`config.mk`:
```
export PLATFORM = sky130hd
export DESIGN_NAME = dca_device_flat
export DESIGN_NICKNAME = d
export VERILOG_FILES = /design/src/dca_pkg.sv /design/src/dca_spi_if.sv /design/src/dca_device.sv /design/src/flat_wrapper.sv
export VERILOG_INCLUDE_DIRS = /design/src
export SDC_FILE = /design/constraint.sdc
export NUM_CORES = 1
export LEC_CHECK = 0
export BUFFER_PORTS_ARGS = -buffer_cell sky130_fd_sc_hd__buf_4
export CAP_MARGIN = 10
export CORE_MARGIN = 3
export CORE_UTILIZATION = 61
export CTS_CLUSTER_SIZE = 8
export DETAILED_ROUTE_END_ITERATION = 12
export GPL_TIMING_DRIVEN = 0
export PLACE_DENSITY = 0.86
export SETUP_SLACK_MARGIN = 0.05
export SLEW_MARGIN = 20
export SYNTH_ARGS = -nofsm -noshare
export SYNTH_HDL_FRONTEND = slang
export SYNTH_SLANG_ARGS = --single-unit
```
`constraint.sdc`:
```
create_clock -name SYS_CLK_I -period 3 [get_ports SYS_CLK_I]
set_clock_uncertainty 0.2 [all_clocks]
set_input_delay 0.15 -clock SYS_CLK_I [delete_from_list [all_inputs] [get_ports SYS_CLK_I]]
set_output_delay 0.15 -clock SYS_CLK_I [all_outputs]
set_load 0.01 [all_outputs]
```
`src/dca_consts.svh`:
```
// Message layout, register offsets and timing counts for the command link.
// Assumes a 32-bit frame, most significant bit first.
`ifndef DCA_CONSTS_SVH
`define DCA_CONSTS_SVH
`define DCA_FRAME_BITS      6'h20
`define DCA_RW_BIT          31
`define DCA_MID_HI          30
`define DCA_MID_LO          27
`define DCA_CH_HI           26
`define DCA_CH_LO           24
`define DCA_MID_MAXMIN      4'h5
`define DCA_MID_AVG         4'h6
`define DCA_MID_AZ          4'h7
`define DCA_AVG_NEW_BIT     20
`define DCA_AVG_SUM_HI      19
`define DCA_ZON_BIT         17
`define DCA_ZOFF_BIT        16
`define DCA_ONV_HI          15
`define DCA_ONV_LO          8
`define DCA_OFFV_HI         7
`define DCA_OFFV_LO         0
`define DCA_OFS_CMD         8'h00
`define DCA_OFS_RESP        8'h04
`define DCA_OFS_STAT        8'h08
`define DCA_OFS_IRQ_STAT    8'h0c
`define DCA_OFS_IRQ_MASK    8'h10
`define DCA_IRQ_DONE        0
`define DCA_IRQ_NEWAVG      1
`define DCA_IRQ_AZ          2
`define DCA_CLK_PERIOD_NS   4
`define DCA_SCLK_HALF_NS    64
`define DCA_SCLK_HALF_CYC   ((`DCA_SCLK_HALF_NS + `DCA_CLK_PERIOD_NS - 1) / `DCA_CLK_PERIOD_NS)
`endif

```
`src/dca_pkg.sv`:
```
// Types shared by both ends of the command link.
// Assumes dca_consts.svh for all numeric constants.
package dca_pkg;
    typedef logic [3:0] dca_msg_t;
    typedef logic [2:0] dca_channel_select_t;
    typedef enum logic [2:0] {
        H_IDLE = 3'b000,
        H_LOW  = 3'b001,
        H_HIGH = 3'b010,
        H_GAP  = 3'b011
    } dca_hstate_t;
endpackage

```
`src/dca_spi_if.sv`:
```
// Four-wire serial link between controller and device.
// Assumes a pull-up on the data-out wire while the device releases it.
`timescale 1ns/1ps
interface dca_spi_if;
    logic sclk;
    logic csn;
    logic mosi;
    logic miso_d;
    logic miso_oe_n;
    logic miso;
    assign miso = miso_oe_n ? 1'b1 : miso_d;
    modport host (output sclk, output csn, output mosi, input miso);
    modport dev  (input sclk, input csn, input mosi, output miso_d, output miso_oe_n);
endinterface

```
`src/dca_device.sv`:
```
// Device end: average-current and auto-zero message handling over the serial link.
// Assumes link pins are asynchronous; measurement side runs on SYS_CLK_I.
//
// What this block does
// - Identifier 0110 selects average read; bit31 write
// - Channel field selects reported channel, also max/min
// - Average response echoes header, flag bit20, sum
// - New flag set on result, cleared read/change
// - Bits 19:0 hold 20-bit dither summation
// - Fresh result at the second window end after change
// - Host checks summation overflow at 512 samples
// - Identifier 0111 selects auto-zero trigger or read
// - Gate-on flag bit17, gate-off flag bit16
// - Gate-on offset 15:8, gate-off offset 7:0
// - Write starts auto-zero and clears both flags
// - Flags set only when started sequence finishes
// - Read clears both flags, starts nothing
// - Host waits for current decay before trigger
// - Zero dither steps: window is one period
`timescale 1ns/1ps
`include "dca_consts.svh"
module dca_device #(
    parameter int NCH = 8
) (
    input  wire logic                SYS_CLK_I,
    input  wire logic                NRST_I,
    dca_spi_if.dev                   SPI,
    output      dca_pkg::dca_channel_select_t  CHANNEL_SELECT_SEL_O,
    input  wire logic                PWM_END_I,
    input  wire logic                DITHER_END_I,
    input  wire logic [4:0]          DITHER_STEPS_I,
    input  wire logic [19:0]         AVG_SUM_I,
    output      logic                AZ_START_O,
    output      dca_pkg::dca_channel_select_t  AZ_CHANNEL_SELECT_O,
    input  wire logic                AZ_ON_DONE_I,
    input  wire logic                AZ_OFF_DONE_I,
    input  wire dca_pkg::dca_channel_select_t  AZ_DONE_CHANNEL_SELECT_I,
    input  wire logic [7:0]          AZ_ON_VAL_I,
    input  wire logic [7:0]          AZ_OFF_VAL_I
);
    import dca_pkg::*;

    logic [2:0]  sck_q;
    logic [2:0]  csn_q;
    logic [1:0]  mosi_q;
    logic        sck_rise;
    logic        sck_fall;
    logic        csn_fall;
    logic        csn_rise;
    logic [31:0] rx_q;
    logic [31:0] tx_q;
    logic [5:0]  cnt_q;
    logic        exec;
    logic        cmd_wr;
    dca_msg_t    cmd_msg;
    dca_channel_select_t   cmd_ch;
    logic        pend_q;
    dca_msg_t    pmsg_q;
    dca_channel_select_t   pch_q;
    logic [31:0] resp;
    logic        ship_avg;
    logic        ship_az;
    dca_channel_select_t   sel_q;
    logic        sel_cmd;
    logic        chg;
    logic        discard_q;
    logic        win_end;
    logic        take;
    logic [19:0] sum_q;
    logic        new_q;
    logic        az_wr;
    logic        miso_q;
    logic        oe_n_q;
    logic [NCH-1:0] bon_q;
    logic [NCH-1:0] boff_q;
    logic [NCH-1:0] zon_q;
    logic [NCH-1:0] zoff_q;
    logic [7:0]  onv_q  [NCH];
    logic [7:0]  offv_q [NCH];

    // Pins are asynchronous; stage [0] feeds only stage [1]
    always_ff @(posedge SYS_CLK_I or negedge NRST_I) begin
        if (!NRST_I) begin
            sck_q  <= 3'h0;
            csn_q  <= 3'h7;
            mosi_q <= 2'h0;
        end else begin
            sck_q  <= {sck_q[1:0], SPI.sclk};
            csn_q  <= {csn_q[1:0], SPI.csn};
            mosi_q <= {mosi_q[0], SPI.mosi};
        end
    end

    assign sck_rise = sck_q[1] & ~sck_q[2];
    assign sck_fall = ~sck_q[1] & sck_q[2];
    assign csn_fall = ~csn_q[1] & csn_q[2];
    assign csn_rise = csn_q[1] & ~csn_q[2];

    // Receive shifter; the count saturates at 63, so bits past 32 void the frame
    always_ff @(posedge SYS_CLK_I or negedge NRST_I) begin
        if (!NRST_I) begin
            rx_q  <= 32'h0;
            cnt_q <= 6'h0;
        end else if (csn_fall) begin
            cnt_q <= 6'h0;
        end else if (sck_rise && !csn_q[1]) begin
            rx_q <= {rx_q[30:0], mosi_q[1]};
            if (cnt_q != 6'h3f) begin
                cnt_q <= cnt_q + 6'h1;
            end
        end
    end

    assign exec    = csn_rise && (cnt_q == `DCA_FRAME_BITS);
    assign cmd_wr  = rx_q[`DCA_RW_BIT];
    assign cmd_msg = rx_q[`DCA_MID_HI:`DCA_MID_LO];
    assign cmd_ch  = rx_q[`DCA_CH_HI:`DCA_CH_LO];

    // Command is answered in the next frame, then retired
    always_ff @(posedge SYS_CLK_I or negedge NRST_I) begin
        if (!NRST_I) begin
            pend_q <= 1'b0;
            pmsg_q <= 4'h0;
            pch_q  <= 3'h0;
        end else if (exec) begin
            pend_q <= 1'b1;
            pmsg_q <= cmd_msg;
            pch_q  <= cmd_ch;
        end else if (csn_fall) begin
            pend_q <= 1'b0;
        end
    end

    assign ship_avg = csn_fall && pend_q && (pmsg_q == `DCA_MID_AVG);
    assign ship_az  = csn_fall && pend_q && (pmsg_q == `DCA_MID_AZ);

    always_comb begin
        resp = 32'h0;
        if (pend_q) begin
            resp[`DCA_MID_HI:`DCA_CH_LO] = {pmsg_q, pch_q};
            if (pmsg_q == `DCA_MID_AVG) begin
                resp[`DCA_AVG_NEW_BIT]     = new_q;
                resp[`DCA_AVG_SUM_HI:0]    = sum_q;
            end else if (pmsg_q == `DCA_MID_AZ) begin
                resp[`DCA_ZON_BIT]         = zon_q[pch_q];
                resp[`DCA_ZOFF_BIT]        = zoff_q[pch_q];
                resp[`DCA_ONV_HI:`DCA_ONV_LO]   = onv_q[pch_q];
                resp[`DCA_OFFV_HI:`DCA_OFFV_LO] = offv_q[pch_q];
            end
        end
    end

    // Transmit shifter; changes after falling clock so host samples a settled bit
    always_ff @(posedge SYS_CLK_I or negedge NRST_I) begin
        if (!NRST_I) begin
            tx_q <= 32'h0;
        end else if (csn_fall) begin
            tx_q <= resp;
        end else if (sck_fall && !csn_q[1]) begin
            tx_q <= {tx_q[30:0], 1'b0};
        end
    end

    always_ff @(posedge SYS_CLK_I or negedge NRST_I) begin
        if (!NRST_I) begin
            miso_q <= 1'b0;
            oe_n_q <= 1'b1;
        end else begin
            miso_q <= tx_q[31];
            oe_n_q <= csn_q[1];
        end
    end

    assign SPI.miso_d    = miso_q;
    assign SPI.miso_oe_n = oe_n_q;

    // Channel selection shared with the max/min message
    assign sel_cmd = exec && ((cmd_msg == `DCA_MID_AVG) || (cmd_msg == `DCA_MID_MAXMIN));
    assign chg     = sel_cmd && (cmd_ch != sel_q);

    always_ff @(posedge SYS_CLK_I or negedge NRST_I) begin
        if (!NRST_I) begin
            sel_q <= 3'h0;
        end else if (sel_cmd) begin
            sel_q <= cmd_ch;
        end
    end

    assign CHANNEL_SELECT_SEL_O = sel_q;

    // Undithered channel closes its window every PWM period
    assign win_end = (DITHER_STEPS_I == 5'h0) ? PWM_END_I : DITHER_END_I;

    // Window running at a change is partly old channel, so it is dropped
    always_ff @(posedge SYS_CLK_I or negedge NRST_I) begin
        if (!NRST_I) begin
            discard_q <= 1'b0;
        end else if (chg) begin
            discard_q <= 1'b1;
        end else if (win_end) begin
            discard_q <= 1'b0;
        end
    end

    assign take = win_end && !discard_q && !chg;

    always_ff @(posedge SYS_CLK_I or negedge NRST_I) begin
        if (!NRST_I) begin
            sum_q <= 20'h0;
        end else if (take) begin
            sum_q <= AVG_SUM_I;
        end
    end

    // Fresh result beats a read clear in the same cycle
    always_ff @(posedge SYS_CLK_I or negedge NRST_I) begin
        if (!NRST_I) begin
            new_q <= 1'b0;
        end else if (take) begin
            new_q <= 1'b1;
        end else if (chg || ship_avg) begin
            new_q <= 1'b0;
        end
    end

    assign az_wr = exec && cmd_wr && (cmd_msg == `DCA_MID_AZ);

    always_ff @(posedge SYS_CLK_I or negedge NRST_I) begin
        if (!NRST_I) begin
            AZ_START_O <= 1'b0;
            AZ_CHANNEL_SELECT_O  <= 3'h0;
        end else begin
            AZ_START_O <= az_wr;
            if (az_wr) begin
                AZ_CHANNEL_SELECT_O <= cmd_ch;
            end
        end
    end

    // Per-channel busy, flags and offsets
    always_ff @(posedge SYS_CLK_I or negedge NRST_I) begin
        if (!NRST_I) begin
            bon_q  <= '0;
            boff_q <= '0;
            zon_q  <= '0;
            zoff_q <= '0;
            for (int i = 0; i < NCH; i++) begin
                onv_q[i]  <= 8'h0;
                offv_q[i] <= 8'h0;
            end
        end else begin
            for (int i = 0; i < NCH; i++) begin
                if (az_wr && (cmd_ch == i[2:0])) begin
                    bon_q[i]  <= 1'b1;
                    boff_q[i] <= 1'b1;
                    zon_q[i]  <= 1'b0;
                    zoff_q[i] <= 1'b0;
                end else begin
                    if (AZ_ON_DONE_I && (AZ_DONE_CHANNEL_SELECT_I == i[2:0])) begin
                        bon_q[i] <= 1'b0;
                    end
                    if (AZ_OFF_DONE_I && (AZ_DONE_CHANNEL_SELECT_I == i[2:0])) begin
                        boff_q[i] <= 1'b0;
                    end
                    // Completion only counts for a sequence this block started
                    if (AZ_ON_DONE_I && (AZ_DONE_CHANNEL_SELECT_I == i[2:0]) && bon_q[i]) begin
                        zon_q[i] <= 1'b1;
                        onv_q[i] <= AZ_ON_VAL_I;
                    end else if (ship_az && (pch_q == i[2:0])) begin
                        zon_q[i] <= 1'b0;
                    end
                    if (AZ_OFF_DONE_I && (AZ_DONE_CHANNEL_SELECT_I == i[2:0]) && boff_q[i]) begin
                        zoff_q[i]  <= 1'b1;
                        offv_q[i]  <= AZ_OFF_VAL_I;
                    end else if (ship_az && (pch_q == i[2:0])) begin
                        zoff_q[i] <= 1'b0;
                    end
                end
            end
        end
    end
endmodule

```
`src/flat_wrapper.sv`:
```
// flat-port wrapper written by rule: the top's interface ports become plain ports
module dca_device_flat import dca_pkg::*;
#(
    parameter int NCH = 8
)
  (SYS_CLK_I, NRST_I, CHANNEL_SELECT_SEL_O, PWM_END_I, DITHER_END_I, DITHER_STEPS_I, AVG_SUM_I, AZ_START_O, AZ_CHANNEL_SELECT_O, AZ_ON_DONE_I, AZ_OFF_DONE_I, AZ_DONE_CHANNEL_SELECT_I, AZ_ON_VAL_I, AZ_OFF_VAL_I, SPI_sclk, SPI_csn, SPI_mosi, SPI_miso_d, SPI_miso_oe_n);
  dca_spi_if SPI_i ();
  input  wire logic SYS_CLK_I;
  input  wire logic NRST_I;
  output      dca_pkg::dca_channel_select_t CHANNEL_SELECT_SEL_O;
  input  wire logic PWM_END_I;
  input  wire logic DITHER_END_I;
  input  wire logic [4:0] DITHER_STEPS_I;
  input  wire logic [19:0] AVG_SUM_I;
  output      logic AZ_START_O;
  output      dca_pkg::dca_channel_select_t AZ_CHANNEL_SELECT_O;
  input  wire logic AZ_ON_DONE_I;
  input  wire logic AZ_OFF_DONE_I;
  input  wire dca_pkg::dca_channel_select_t AZ_DONE_CHANNEL_SELECT_I;
  input  wire logic [7:0] AZ_ON_VAL_I;
  input  wire logic [7:0] AZ_OFF_VAL_I;
  input wire logic [$bits(SPI_i.sclk)-1:0] SPI_sclk;
  input wire logic [$bits(SPI_i.csn)-1:0] SPI_csn;
  input wire logic [$bits(SPI_i.mosi)-1:0] SPI_mosi;
  output wire logic [$bits(SPI_i.miso_d)-1:0] SPI_miso_d;
  output wire logic [$bits(SPI_i.miso_oe_n)-1:0] SPI_miso_oe_n;
  assign SPI_i.sclk = SPI_sclk;
  assign SPI_i.csn = SPI_csn;
  assign SPI_i.mosi = SPI_mosi;
  assign SPI_miso_d = SPI_i.miso_d;
  assign SPI_miso_oe_n = SPI_i.miso_oe_n;
  dca_device #(.NCH(NCH)) u_core (.SYS_CLK_I(SYS_CLK_I), .NRST_I(NRST_I), .SPI(SPI_i), .CHANNEL_SELECT_SEL_O(CHANNEL_SELECT_SEL_O), .PWM_END_I(PWM_END_I), .DITHER_END_I(DITHER_END_I), .DITHER_STEPS_I(DITHER_STEPS_I), .AVG_SUM_I(AVG_SUM_I), .AZ_START_O(AZ_START_O), .AZ_CHANNEL_SELECT_O(AZ_CHANNEL_SELECT_O), .AZ_ON_DONE_I(AZ_ON_DONE_I), .AZ_OFF_DONE_I(AZ_OFF_DONE_I), .AZ_DONE_CHANNEL_SELECT_I(AZ_DONE_CHANNEL_SELECT_I), .AZ_ON_VAL_I(AZ_ON_VAL_I), .AZ_OFF_VAL_I(AZ_OFF_VAL_I));
endmodule
```
### Word level (Yosys, flattened, before mapping)

Cells that the tools add are included.

| word-level totals | value |
|---|---|
| flip-flop bits (word level) | 277 |
| bits in latches | 0 |
| bits in writable memories | 0 |
| memory bits (read-only) | 0 |
| input port bits | 53 |
| logic and storage cells | 339 |
| memories kept | 0 |

| operators by class | value |
|---|---|
| add/subtract/negate cells | 1 |
| multiply operators | 0 |
| divide/modulo/power cells | 0 |
| $lt $le $gt $ge | 2 |
| equality and inequality tests | 29 |
| shift-type cells | 0 |
| muxes and demuxes | 99 |
| bitwise logic cells | 18 |
| reductions and logical operators | 125 |

Operators by type and width:

| kind | count |
|---|---|
| 1-bit two-way mux | 81 |
| 32-bit two-way mux | 2 |
| 1-bit logical AND | 60 |
| 8-bit binary-select mux with 3-bit select | 2 |
| 3-bit nonzero test | 16 |
| 2-bit nonzero test | 22 |
| 3-bit equality test (second input constant) | 12 |
| 18-bit two-way mux | 2 |
| 2-bit AND reduction | 18 |
| 8-bit two-way mux | 4 |
| 21-bit two-way mux | 1 |
| 4-bit by 3-bit equality test with 1-bit output (second input constant) | 5 |
| 3-bit by 2-bit equality test with 1-bit output (second input constant) | 6 |
| 6-bit two-way mux | 3 |
| 1-bit NOT | 13 |
| 3-bit by 1-bit equality test with 1-bit output (second input constant) | 3 |
| 3-bit zero test | 3 |
| 7-bit two-way mux | 1 |
| 6-bit by 1-bit adder with 6-bit output (second input constant) | 1 |
| 1-bit binary-select mux with 3-bit select | 2 |
| 6-bit equality test (second input constant) | 1 |
| 6-bit inequality test (second input constant) | 1 |
| 5-bit zero test | 1 |
| 1-bit AND | 4 |
| 7 further kinds | 10 |

### Depth between registers and ports, before layout

Gate-level depths: netlist of the first run.

| logic depth | value |
|---|---|
| depth after elaboration | 8 |
| mapped depth | 8 |

### Worst setup path after synthesis of the first run

No wires, ideal clock.

| timing path | value |
|---|---|
| path kind | register -> register |
| start point | register u_core.csn_q[1] |
| end point | register u_core.onv_q[56] (netlist bit) |
| setup time | 127 ps |
| arrival time | 1957 ps |
| data required time | 2673 ps |
| slack | 715 ps |
| cell stages (with the launch flop) | 6 |
| path through | dfstp_2 nor3b_2 nand3_4 nor4_4 nor2_1 mux2_1 |

| on the way | value |
|---|---|
| word-level cells in the longest chain between the ends | 7 |

RTL lines:

| what | line | text |
|---|---|---|
| start: declaration | dca_device.sv:44 | `logic [2:0] csn_q;` |
| start signal: assignment | dca_device.sv:89 | `csn_q <= {csn_q[1:0], SPI.csn};` |
| 1-bit AND | dca_device.sv:97 | `assign csn_rise = csn_q[1] & ~csn_q[2];` |
| 1-bit logical AND | dca_device.sv:114 | `` assign exec = csn_rise && (cnt_q == `DCA_FRAME_BITS); `` |
| 1-bit logical AND (2 in series) | dca_device.sv:226 | `` assign az_wr = exec && cmd_wr && (cmd_msg == `DCA_MID_AZ); `` |
| 1-bit logical AND | dca_device.sv:253 | `if (az_wr && (cmd_ch == i[2:0])) begin` |
| 1-bit NOT (no source line) | n/a |  |
| 2-bit AND reduction (no source line) | n/a |  |
| end signal: indexed assignment | dca_device.sv:248 | `onv_q[i] <= 8'h0;` |
| end signal: indexed assignment | dca_device.sv:268 | `onv_q[i] <= AZ_ON_VAL_I;` |
| end: declaration | dca_device.sv:78 | `logic [7:0] onv_q [NCH];` |

Every way passes these cells.
A chain may end at the register's enable or synchronous reset.

### Final worst setup path of the first run

| timing path | value |
|---|---|
| start point | register u_core.csn_q[1] |
| end point | register u_core.offv_q[32] (netlist bit) |

| on the way | value |
|---|---|
| word-level cells in the longest chain between the ends | 7 |

RTL lines:

| what | line | text |
|---|---|---|
| 1-bit AND | dca_device.sv:97 |  |
| 1-bit logical AND | dca_device.sv:114 |  |
| 1-bit logical AND (2 in series) | dca_device.sv:226 |  |
| 1-bit logical AND | dca_device.sv:253 |  |
| 1-bit NOT (no source line) | n/a |  |
| 2-bit AND reduction (no source line) | n/a |  |
| end signal: indexed assignment | dca_device.sv:249 | `offv_q[i] <= 8'h0;` |
| end signal: indexed assignment | dca_device.sv:274 | `offv_q[i] <= AZ_OFF_VAL_I;` |
| end: declaration | dca_device.sv:79 | `logic [7:0] offv_q [NCH];` |

Every way passes these cells.

==> qor_table.md, run 1 <==
| Result | This run |
|:---|:---|
| Proportion of synthesized chip area in sequential cells | 0.570 |
| Worst slew slack as a fraction of its limit | 0.295 |
| Via count | 8004 |
| Max Clk Rate | 339 MHz |
| Deepest clock path buffer count | 3 |
| Port Buffer Count | 59 |
| Detail Route Antenna Nets | 0 |
| Number of buffer and inverter instances along the worst setup path | 0 |
| Crit Path Class | register to register |
| Clock tree sinks | 276 |
| Yosys top cell area share | 0.564 |
| Effective utilization at floorplan | 0.635 |
| Total Routing Usage GR | 0.276 |
| Kind of capture point of the worst setup path | register |
| Total CTS buffers | 40 |
| Required time worst endpoint | 3170 ps |
| Clock latency of the later-clocked register in the worst-skew pair | 510 ps |
| Post-synthesis instance area | 0.0121 mm2 |
| DRC Markers | 0 |
| CTS H-tree lvls | 2 |
| Crit-path slowest cell | sky130_fd_sc_hd__dfstp_2 |
| Via/cell ratio | 6.17 |
| Number of synthesized register bits | 276 |
| Cells after DPL | 1196 |
| RSZ-0062 raised after global routing | true |
| Number of unique standard cell types used by synthesis | 48 |
| Max-cap violation count | 0 |
| Most frequent standard cell in the layout excluding fill and tap cells | sky130_fd_sc_hd__dfrtp_1 |
| Stage delay of the slowest cell on the critical path | 600 ps |
| Pin count of the biggest net entering global routing | 81 |
| Post-route core utilization | 0.766 |
| Leakage power of the design | 6.89 nW |
| Power Total | 8.35 mW |
| FP Rows | 50 |
| Core Region | 0.0191 mm2 |
| Synth Instances | 874 |
| Final hold viol count | 0 |
| Data arrival time of the critical path | 3120 ps |
| Final global-route overflow total | 0 |
| Number of synthesized flops with an enable pin | 0 |
| Detailed Place HPWL | 17400 um |
| First DRT Iteration DRCs | 564 |
| Net count after synthesis | 929 |
| Kind of start point of the critical path | register |
| Final Max Slew Viols | 0 |
| Proportion of register bits with asynchronous set or reset after synthesis | 1.00 |
| Fin crit period | 2950 ps |
| Area of the die | 0.0216 mm2 |
| Antenna diode count | 0 |
| Vias in the first global route | 8812 |
| Average cell area after synthesis | 13.9 um2 |
| Number of iterations in the first detailed-routing pass | 4 |
| Worst hold-check path type | input pin to async pin |
| Worst Tran Pin Value | 1050 ps |
| Library cell used as clock root buffer | sky130_fd_sc_hd__clkbuf_16 |
| Synth-to-layout area growth | 20.6% |
| Leading cell types in the layout, fill and taps excluded | sky130_fd_sc_hd__dfrtp_1, sky130_fd_sc_hd__mux2_2, sky130_fd_sc_hd__buf_4 |
| Synth top area cells | sky130_fd_sc_hd__dfrtp_1, sky130_fd_sc_hd__mux2_2, sky130_fd_sc_hd__mux4_2 |
| Number of antenna violations at the first check in global routing | 0 |
| CP max FO | 9 |
| Total Wirelength | 28800 um |
| Final-layout worst hold slack | 32.9 ps |
| First-pass GRT wire length | 47100 um |
| Die X-Extent | 147 um |
| Status | complete, no violations |
| Share of the clock period used by the worst path | 0.983 |
| Maximum vdd ir drop | 0.521 mV |
| Final Wtd Congestion | 0.851 |
| Synth Warn # | 0 |
| I/O Pins | 62 |
| Clock transition at path regs | 50 ps |
| Critical path's top delay family | simple AND/OR/NAND/NOR gates |
| Cell taking the most area after synthesis | sky130_fd_sc_hd__dfrtp_1 |
| TritonCTS clock tree | built |
| Most frequently used flop master after synthesis | sky130_fd_sc_hd__dfrtp_1 |
| Power Dens Cells | 571 mW/mm2 |
| DR WL/cell | 22.2 um |
| Die height | 147 um |
| Count of placed standard cells in the final layout, fillers left out | 1297 |
| CP cell instances | nor3b_2 > nand3_4 > nor3_2 > nor2_1 > mux2_2 |
| Final #Nets | 1086 |
| Share of final-layout standard cells stronger than drive strength 1 | 0.346 |
| Final setup fails | 0 |
power by group:
group          total, mW  switching, mW  internal [mW]
Clock               3.98           1.48           2.50
Sequential          3.92         0.0719           3.85
Combinational      0.455          0.236          0.219
Total               8.35           1.79           6.56
stage by stage:
step | area (um2) | TNS [ps] | setup WS, ps
global route | 14600 | -1000 | -53.8
global placement | 12900 | -185550 | -697
finish | 14600 | 0 | 50.7
CTS | 14600 | 0 | 100
detailed placement | 13000 | 0 | 162
floorplan | 12100 | 0 | 715
timing repair:
item | 4_1_cts | 5_1_grt
buffers inserted | 0 | 3
endpoints found under the hold margin | 444 | 0
setup endpoints to repair | 0 | 106
resized for setup | 0 | 9
hold buffers | 50 | 0
cells by family (layout without fill, tap and decap cells):
family,after synthesis,in the layout,share of synthesized area
AO/OA/AOI/OAI,85,85,0.0490
multiplexers,262,262,0.274
AND/OR/NAND/NOR,193,193,0.0837
XOR/XNOR,7,7,0.00506
adder cells (fa/ha/maj),2,2,0.00206
buffers and inverters,49,212,0.0162
flip-flops,276,276,0.570
state kept, by name (all words and copies together), names as in the netlist, 4 cells and up:
signal / flops
u_core.offv_q: 64
u_core.rx_q: 32
u_core.sum_q: 20
u_core.zon_q: 8
u_core.pmsg_q: 4
u_core.tx_q: 32
u_core.bon_q: 8
u_core.cnt_q: 6
u_core.boff_q: 8
u_core.zoff_q: 8
u_core.onv_q: 64
cells in the mapped netlist (2+ instances only):
cell	count
sky130_fd_sc_hd__or4b_2	2
sky130_fd_sc_hd__nand4b_1	4
sky130_fd_sc_hd__nand2_1	50
sky130_fd_sc_hd__mux2_1	16
sky130_fd_sc_hd__buf_1	2
sky130_fd_sc_hd__nand3b_1	2
sky130_fd_sc_hd__nor4_4	2
sky130_fd_sc_hd__and2_1	2
sky130_fd_sc_hd__dfrtp_1	273
sky130_fd_sc_hd__o21ai_0	9
sky130_fd_sc_hd__o2111ai_1	11
sky130_fd_sc_hd__clkbuf_1	33
sky130_fd_sc_hd__a21oi_1	17
sky130_fd_sc_hd__a21o_1	16
sky130_fd_sc_hd__mux4_2	36
sky130_fd_sc_hd__nand2b_1	4
sky130_fd_sc_hd__nor2b_1	11
sky130_fd_sc_hd__and3_1	2
sky130_fd_sc_hd__xnor2_1	4
sky130_fd_sc_hd__mux2_2	182
sky130_fd_sc_hd__nand4_1	8
sky130_fd_sc_hd__inv_1	4
sky130_fd_sc_hd__a21boi_0	8
sky130_fd_sc_hd__nand3_1	46
sky130_fd_sc_hd__buf_2	10
sky130_fd_sc_hd__a41oi_1	5
sky130_fd_sc_hd__nor2_1	45
sky130_fd_sc_hd__mux2i_1	28
sky130_fd_sc_hd__xor2_1	3
sky130_fd_sc_hd__nor3_2	6
sky130_fd_sc_hd__a31oi_1	2
sky130_fd_sc_hd__dfstp_2	3
sky130_fd_sc_hd__o21a_1	12
sky130_fd_sc_hd__ha_1	2
routing by layer:
| metal | part of all wire | track usage | vias to the layer above |
|---|---|---|---|
| li1 | - | - | 3500 |
| met1 | 0.40 | 0.352 | 4154 |
| met2 | 0.51 | 0.467 | 269 |
| met3 | 0.061 | 0.0620 | 81 |
| met4 | 0.032 | 0.105 | 0 |
| met5 | 0 | 0 | - |
worst reg2reg max path, stage by stage (launching register included):
cell	delay, ps
sky130_fd_sc_hd__dfstp_2	600
sky130_fd_sc_hd__nor3b_2	430
sky130_fd_sc_hd__nand3_4	280
sky130_fd_sc_hd__nor3_2	580
sky130_fd_sc_hd__nor2_1	370
sky130_fd_sc_hd__mux2_2	360
cell type report:
type / count / area, um2
sequential: 276 / 6910
multi-input combinational: 549 / 5030
fill: 1091 / 4460
timing repair buffer: 115 / 1070
clock buffer: 47 / 1050
tap: 260 / 325
buffer: 45 / 186
clock inverter: 1 / 30.0
inverter: 4 / 15.0
final timing paths:
path                                 startpoint                end  slack [ps]  cells after the start
worst max-delay path            u_core.csn_q[1]  u_core.offv_q[32]          50                      5
worst min-delay path                     NRST_I    u_core.csn_q[2]          30                      2
worst max register to register  u_core.csn_q[1]  u_core.offv_q[32]          50                      5
worst min register to register  u_core.csn_q[0]    u_core.csn_q[1]         150                      0
max in group asynchronous                NRST_I   u_core.zoff_q[4]        2150                      3
min in group SYS_CLK_I            AZ_OFF_DONE_I   u_core.boff_q[0]          80                      5
Note: power is estimated with default switching activity, not from simulation.
==> inputs of run 2 (changes only) <==
CELL_PAD_IN_SITES_DETAIL_PLACEMENT = 1   (was not set)
CELL_PAD_IN_SITES_GLOBAL_PLACEMENT = 2   (was not set)
CORE_UTILIZATION = 44   (was 61)
==> qor_table.md, run 2 (synthesis results as in run 1) <==
| Result | This run | Change |
|:---|:---|:---|
| Status | complete, no violations |  |
| Pin count of the biggest net entering global routing | 95 | +17% |
| Power Dens Cells | 566 mW/mm2 | -0.95% |
| Library cell used as clock root buffer | sky130_fd_sc_hd__clkbuf_16 |  |
| Core Region | 0.0270 mm2 | +42% |
| Die height | 172 um | +17% |
| Final setup fails | 0 | unchanged |
| Area used by multi-input combinational logic | 0.00506 mm2 | +0.60% |
| Antenna diode count | 0 | unchanged |
| Endpoint of the worst hold-timing path | u_core.boff_q[1] |  |
| Number of iterations in the first detailed-routing pass | 4 | unchanged |
| Final Wtd Congestion | 0.773 | -9.1% |
| Crit path from | u_core.cnt_q[0] |  |
| Vias in the first global route | 8510 | -3.4% |
| Effective utilization at floorplan | 0.449 | -0.187 |
| TritonCTS clock tree | built |  |
| Maximum vdd ir drop | 0.391 mV | -25% |
| Final Max Slew Viols | 0 | unchanged |
| Kind of capture point of the worst setup path | register |  |
| Worst slew slack as a fraction of its limit | 0.260 | -0.0342 |
| Count of placed standard cells in the final layout, fillers left out | 1379 | +6.3% |
| Data arrival time of the critical path | 3170 ps | +50 ps |
| First DRT Iteration DRCs | 447 | -21% |
| Share of final-layout standard cells stronger than drive strength 1 | 0.349 | +0.00256 |
| Filler Cells Inserted | 2667 | +140% |
| Final global-route overflow total | 0 | unchanged |
| Port Buffer Count | 59 | unchanged |
| Leading cell types in the layout, fill and taps excluded | sky130_fd_sc_hd__dfrtp_1, sky130_fd_sc_hd__mux2_2, sky130_fd_sc_hd__buf_4 |  |
| Highest metal layer with signal wires | met4 |  |
| Detail Route Antenna Nets | 0 | unchanged |
| Area of the die | 0.0296 mm2 | +37% |
| DRC Markers | 0 | unchanged |
| Deepest clock path buffer count | 3 | unchanged |
| Worst Tran Pin Value | 1110 ps | +51.1 ps |
| Clock transition at path regs | 50 ps | about the same |
| Total Wirelength | 30400 um | +5.6% |
| RSZ-0062 raised after global routing | true |  |
| CP max FO | 9 | unchanged |
| Final-layout worst hold slack | 93.3 ps | +60.4 ps |
| Via count | 7802 | -2.5% |
| Max Clk Rate | 337 MHz | -0.60% |
| Clock tree sinks | 276 | unchanged |
| Path depth of the worst reg2reg path | 7 | +2 |
| Cells after DPL | 1277 | +6.8% |
| Flip-flop and latch area | 0.00691 mm2 | unchanged |
| Required time worst endpoint | 3200 ps | +30 ps |
| Max-cap violation count | 0 | unchanged |
| Start point of the worst hold path | AZ_OFF_DONE_I |  |
| CTS H-tree lvls | 2 | unchanged |
| First-pass GRT wire length | 48100 um | +2.2% |
| Met3 Routed Length | 1200 um | -32% |
| Total CTS buffers | 40 | unchanged |
| Met2 Routed Length | 15200 um | +3.9% |
| Share of the clock period used by the worst path | 0.989 | +0.00595 |
| Leakage power of the design | 6.91 nW | +0.25% |
| Metal-1 WL | 13400 um | +17% |
| FF-to-FF End | u_core.onv_q[54] |  |
| Critical R2R Launch | u_core.cnt_q[0] |  |
| Via/cell ratio | 5.66 | -8.3% |
| DR WL/cell | 22.0 um | -0.64% |
| Reg-to-reg setup timing slack | 30 ps | -20 ps |
| Clock latency of the later-clocked register in the worst-skew pair | 510 ps | about the same |
| Hold-critical path depth | 5 |  |
| Die X-Extent | 172 um | +17% |
| Fin crit period | 2970 ps | +17.8 ps |
| Most frequent standard cell in the layout excluding fill and tap cells | sky130_fd_sc_hd__dfrtp_1 |  |
| I/O Pins | 62 | unchanged |
| Detailed Place HPWL | 19500 um | +12% |
| Setup TNS | 0 ps | unchanged |
| Kind of start point of the critical path | register |  |
| Post-route core utilization | 0.545 | -0.222 |
| Final #Nets | 1085 | -0.092% |
| Worst hold-check path type | input pin to register |  |
| Total Routing Usage GR | 0.211 | -0.0657 |
| Power Total | 8.33 mW | -0.27% |
| FP Rows | 60 | +20% |
| Number of antenna violations at the first check in global routing | 0 | unchanged |
| Crit Path Class | register to register |  |
| Final hold viol count | 0 | unchanged |
| Regs by FF count | u_core.offv_q: 64 flops, u_core.onv_q: 64 flops |  |
| Synth-to-layout area growth | 21.4% |  |
-- run 2: worst max path at each step --
stage / to / depth (start not counted) / slack [ps]
floorplan: u_core.onv_q[56] / 5 / 720
global placement: u_core.rx_q[13] / 1 / -840
detailed placement: u_core.onv_q[36] / 5 / 30
CTS: u_core.onv_q[41] / 5 / 7
global route: u_core.onv_q[55] / 7 / -50
finish: u_core.onv_q[54] / 7 / 30
-- run 2: routing by layer --
layer  track usage  up-vias
li1              -     3502
met1         0.282     4108
met2         0.360      138
met3        0.0322       54
met4        0.0576        0
met5             0        -
-- run 2: timing repair --
action,4_1_cts,5_1_grt
pin swaps,0,1
endpoints found under the setup margin,40,132
endpoints found under the hold margin,279,0
hold buffers,50,0
setup buffers,0,2
resized for setup,2,16
-- run 2: report_power, final --
group	total, mW	leakage (nW)	switching (mW)	internal, mW
logic	0.456	2.71	0.238	0.218
registers	3.92	3.68	0.0716	3.85
clock network	3.95	0.519	1.53	2.42
-- run 2: final cells by class --
type	instances	area share
Multi-Input combinational cell	549	0.344
Inverter	4	0.00102
Timing Repair Buffer	114	0.0719
Buffer	45	0.0128
Clock inverter	1	0.000340
Clock buffer	49	0.0717
Tap cell	341	0.0290
Sequential cell	276	0.469
-- run 2: critical path, cell delays in order, from the launching register on --
cell and delay (ps):
sky130_fd_sc_hd__dfrtp_1 420, sky130_fd_sc_hd__inv_1 70, sky130_fd_sc_hd__ha_1 140, sky130_fd_sc_hd__and4bb_1 360
sky130_fd_sc_hd__nand3_4 250, sky130_fd_sc_hd__nor3_2 610, sky130_fd_sc_hd__nor2_1 420, sky130_fd_sc_hd__mux2_2 380
-- run 2: metrics by stage --
step	area (um2)	setup WS [ps]
3_3_place_gp	13000	-835
6_report	14700	32.9
2_1_floorplan	12100	715
3_5_place_dp	13100	25.2
5_1_grt	14700	-54.4
4_1_cts	14700	7.41
==> inputs of run 3 (changes only) <==
CORE_UTILIZATION = 47   (was 44)
PLACE_DENSITY = 0.91   (was 0.86)
clock period = 3.75 ns   (was 3 ns; I/O delays follow)
==> qor_table.md, run 3 (synthesis results as in run 1) <==
| Result | This run | Change |
|:---|:---|:---|
| Status | complete, no violations |  |
| First-pass GRT wire length | 49500 um | +3.0% |
| Net switching share of the total power | 0.217 | -0.00419 |
| Pin count of the biggest net entering global routing | 101 | +6.3% |
| Required time worst endpoint | 3940 ps | +740 ps |
| Worst slew slack as a fraction of its limit | 0.261 | about the same |
| Library cell used as clock root buffer | sky130_fd_sc_hd__clkbuf_16 |  |
| First DRT Iteration DRCs | 426 | -4.7% |
| Power Total | 6.71 mW | -19% |
| Kind of start point of the critical path | register |  |
| Die height | 167 um | -3.1% |
| Hold buffer count at cts | 48 | -4.0% |
| Path depth of the worst reg2reg path | 6 | -1 |
| Die X-Extent | 167 um | -3.1% |
| Worst hold-check path type | input pin to async pin |  |
| CTS H-tree lvls | 2 | unchanged |
| Number of iterations in the first detailed-routing pass | 4 | unchanged |
| Data arrival time of the critical path | 3240 ps | +70 ps |
| Max Clk Rate | 328 MHz | -2.7% |
| I/O Pins | 62 | unchanged |
| Cell internal power dissipation | 5.25 mW | -19% |
| Leakage power of the design | 6.82 nW | -1.2% |
| Area of the die | 0.0278 mm2 | -6.2% |
| Final Max Slew Viols | 0 | unchanged |
| Reg power frac | 0.468 | -0.003 |
| Post-route core utilization | 0.578 | +0.0338 |
| RSZ-0062 raised after global routing | false |  |
| Filler Cells Inserted | 2417 | -9.4% |
| Detail Route Antenna Nets | 0 | unchanged |
| Final hold viol count | 0 | unchanged |
| Core Region | 0.0253 mm2 | -6.6% |
| Relative contribution of combinational cells to total power | 0.053 | -0.002 |
| Total CTS buffers | 40 | unchanged |
| Most frequent standard cell in the layout excluding fill and tap cells | sky130_fd_sc_hd__dfrtp_1 |  |
| Deepest clock path buffer count | 3 | unchanged |
| FP Rows | 58 | -3.3% |
| Crit path from | u_core.pch_q[1] |  |
| Net load switching power | 1.45 mW | -21% |
| Clock tree sinks | 276 | unchanged |
| Final #Nets | 1080 | -0.46% |
| Setup slack at placement | 743 ps | +717 ps |
| TritonCTS clock tree | built |  |
| Share of final-layout standard cells stronger than drive strength 1 | 0.338 | -0.0109 |
| DRC Markers | 0 | unchanged |
| DR WL/cell | 22.6 um | +2.6% |
| Final Wtd Congestion | 0.759 | -1.9% |
| Detailed Place HPWL | 19400 um | -0.70% |
| Via count | 7781 | -0.27% |
| Power Dens Cells | 459 mW/mm2 | -19% |
| Final Worst Setup Slack | 701 ps | +668 ps |
| Leading cell types in the layout, fill and taps excluded | sky130_fd_sc_hd__dfrtp_1, sky130_fd_sc_hd__mux2_2, sky130_fd_sc_hd__buf_4 |  |
| Regs by FF count | u_core.offv_q: 64 flops, u_core.onv_q: 64 flops |  |
| Total Wirelength | 30800 um | +1.4% |
| Port Buffer Count | 59 | unchanged |
| Effective utilization at floorplan | 0.480 | +0.0315 |
| Clock transition at path regs | 50 ps | about the same |
| Vias in the first global route | 8791 | +3.3% |
| Via/cell ratio | 5.71 | +0.90% |
| Total Routing Usage GR | 0.226 | +0.0153 |
| Worst Tran Pin Value | 1110 ps | -0.207 ps |
| Maximum vdd ir drop | 0.360 mV | -7.9% |
| Share of the clock period used by the worst path | 0.813 | -0.176 |
| Clk network pwr share | 0.479 | +0.004 |
| Final global-route overflow total | 0 | unchanged |
| Number of antenna violations at the first check in global routing | 0 | unchanged |
| Antenna diode count | 0 | unchanged |
| Clock latency of the later-clocked register in the worst-skew pair | 510 ps | about the same |
| Post-cts gate resize count | 0 | -2 |
| Crit Path Class | register to register |  |
| Synth-to-layout area growth | 20.5% |  |
| Post-CTS setup-driven buffer insertion count | 0 | unchanged |
| Kind of capture point of the worst setup path | register |  |
| Max-cap violation count | 0 | unchanged |
| CP max FO | 10 | +1 |
| Critical R2R Launch | u_core.pch_q[1] |  |
| Final setup fails | 0 | unchanged |
| Fin crit period | 3050 ps | +82.1 ps |
==> run 3: cell count changes in the layout (fill, tap and decap cells not counted), sizes merged <==
| cell | previous run | this run |
|---|---|---|
| buf | 76 | 73 |
| bufinv | 0 | 1 |
| clkbuf | 83 | 82 |
| clkinv | 1 | 0 |
| dlygate4sd3 | 49 | 48 |
==> run 3: per-layer routing <==
layer,global-route usage,vias up,wire (um)
met4,0.0646,0,708
li1,-,3504,-
met3,0.0342,45,1270
met5,0,-,0
met1,0.297,4080,13200
met2,0.392,152,15600
==> run 3: path summary, 6_finish.rpt <==
kind                                     end  slack (ps)
max                           u_core.tx_q[1]         700
min in group SYS_CLK_I       u_core.sck_q[0]         140
max reg2reg                   u_core.tx_q[1]         700
min                          u_core.tx_q[13]          60
min reg2reg                  u_core.sck_q[1]         150
max in group asynchronous  u_core.offv_q[24]        2330
==> run 3: power by group through the flow <==
stage	Sequential (mW)	Combinational (mW)	Clock [mW]
floorplan	3.16	0.155	0
global placement	3.18	0.299	0
detailed placement	3.18	0.319	0
CTS	3.14	0.363	3.28
global route	3.15	0.400	3.42
finish	3.14	0.359	3.21
==> run 3: final cells by class <==
class,count,area [um2],area share
plain buffers,45,181,0.0124
clock buffers,49,1060,0.0723
clock inverters,1,30.0,0.00206
inverters,4,15.0,0.00103
multi-input cells,549,5020,0.343
flip-flops and latches,276,6910,0.473
well taps,330,413,0.0283
repair buffers,109,986,0.0675
==> run 3: worst max-delay path, stage by stage, from the launching register on <==
cell,delay (ps)
sky130_fd_sc_hd__dfrtp_1,320
sky130_fd_sc_hd__clkbuf_1,490
sky130_fd_sc_hd__clkbuf_1,700
sky130_fd_sc_hd__mux4_2,430
sky130_fd_sc_hd__mux2i_1,460
sky130_fd_sc_hd__o2111ai_1,180
sky130_fd_sc_hd__o21a_1,150
==> run 3: stage by stage <==
stage | cell area [um2] | cells | TNS, ps | hold slack (ps)
floorplan | 12100 | 874 | 0 | -308
global placement | 13000 | 1263 | -20330 | 96.8
detailed placement | 13000 | 1265 | 0 | 27.8
CTS | 14600 | 1363 | 0 | 94.0
global route | 14600 | 1363 | 0 | 128
finish | 14600 | 1363 | 0 | 60.4
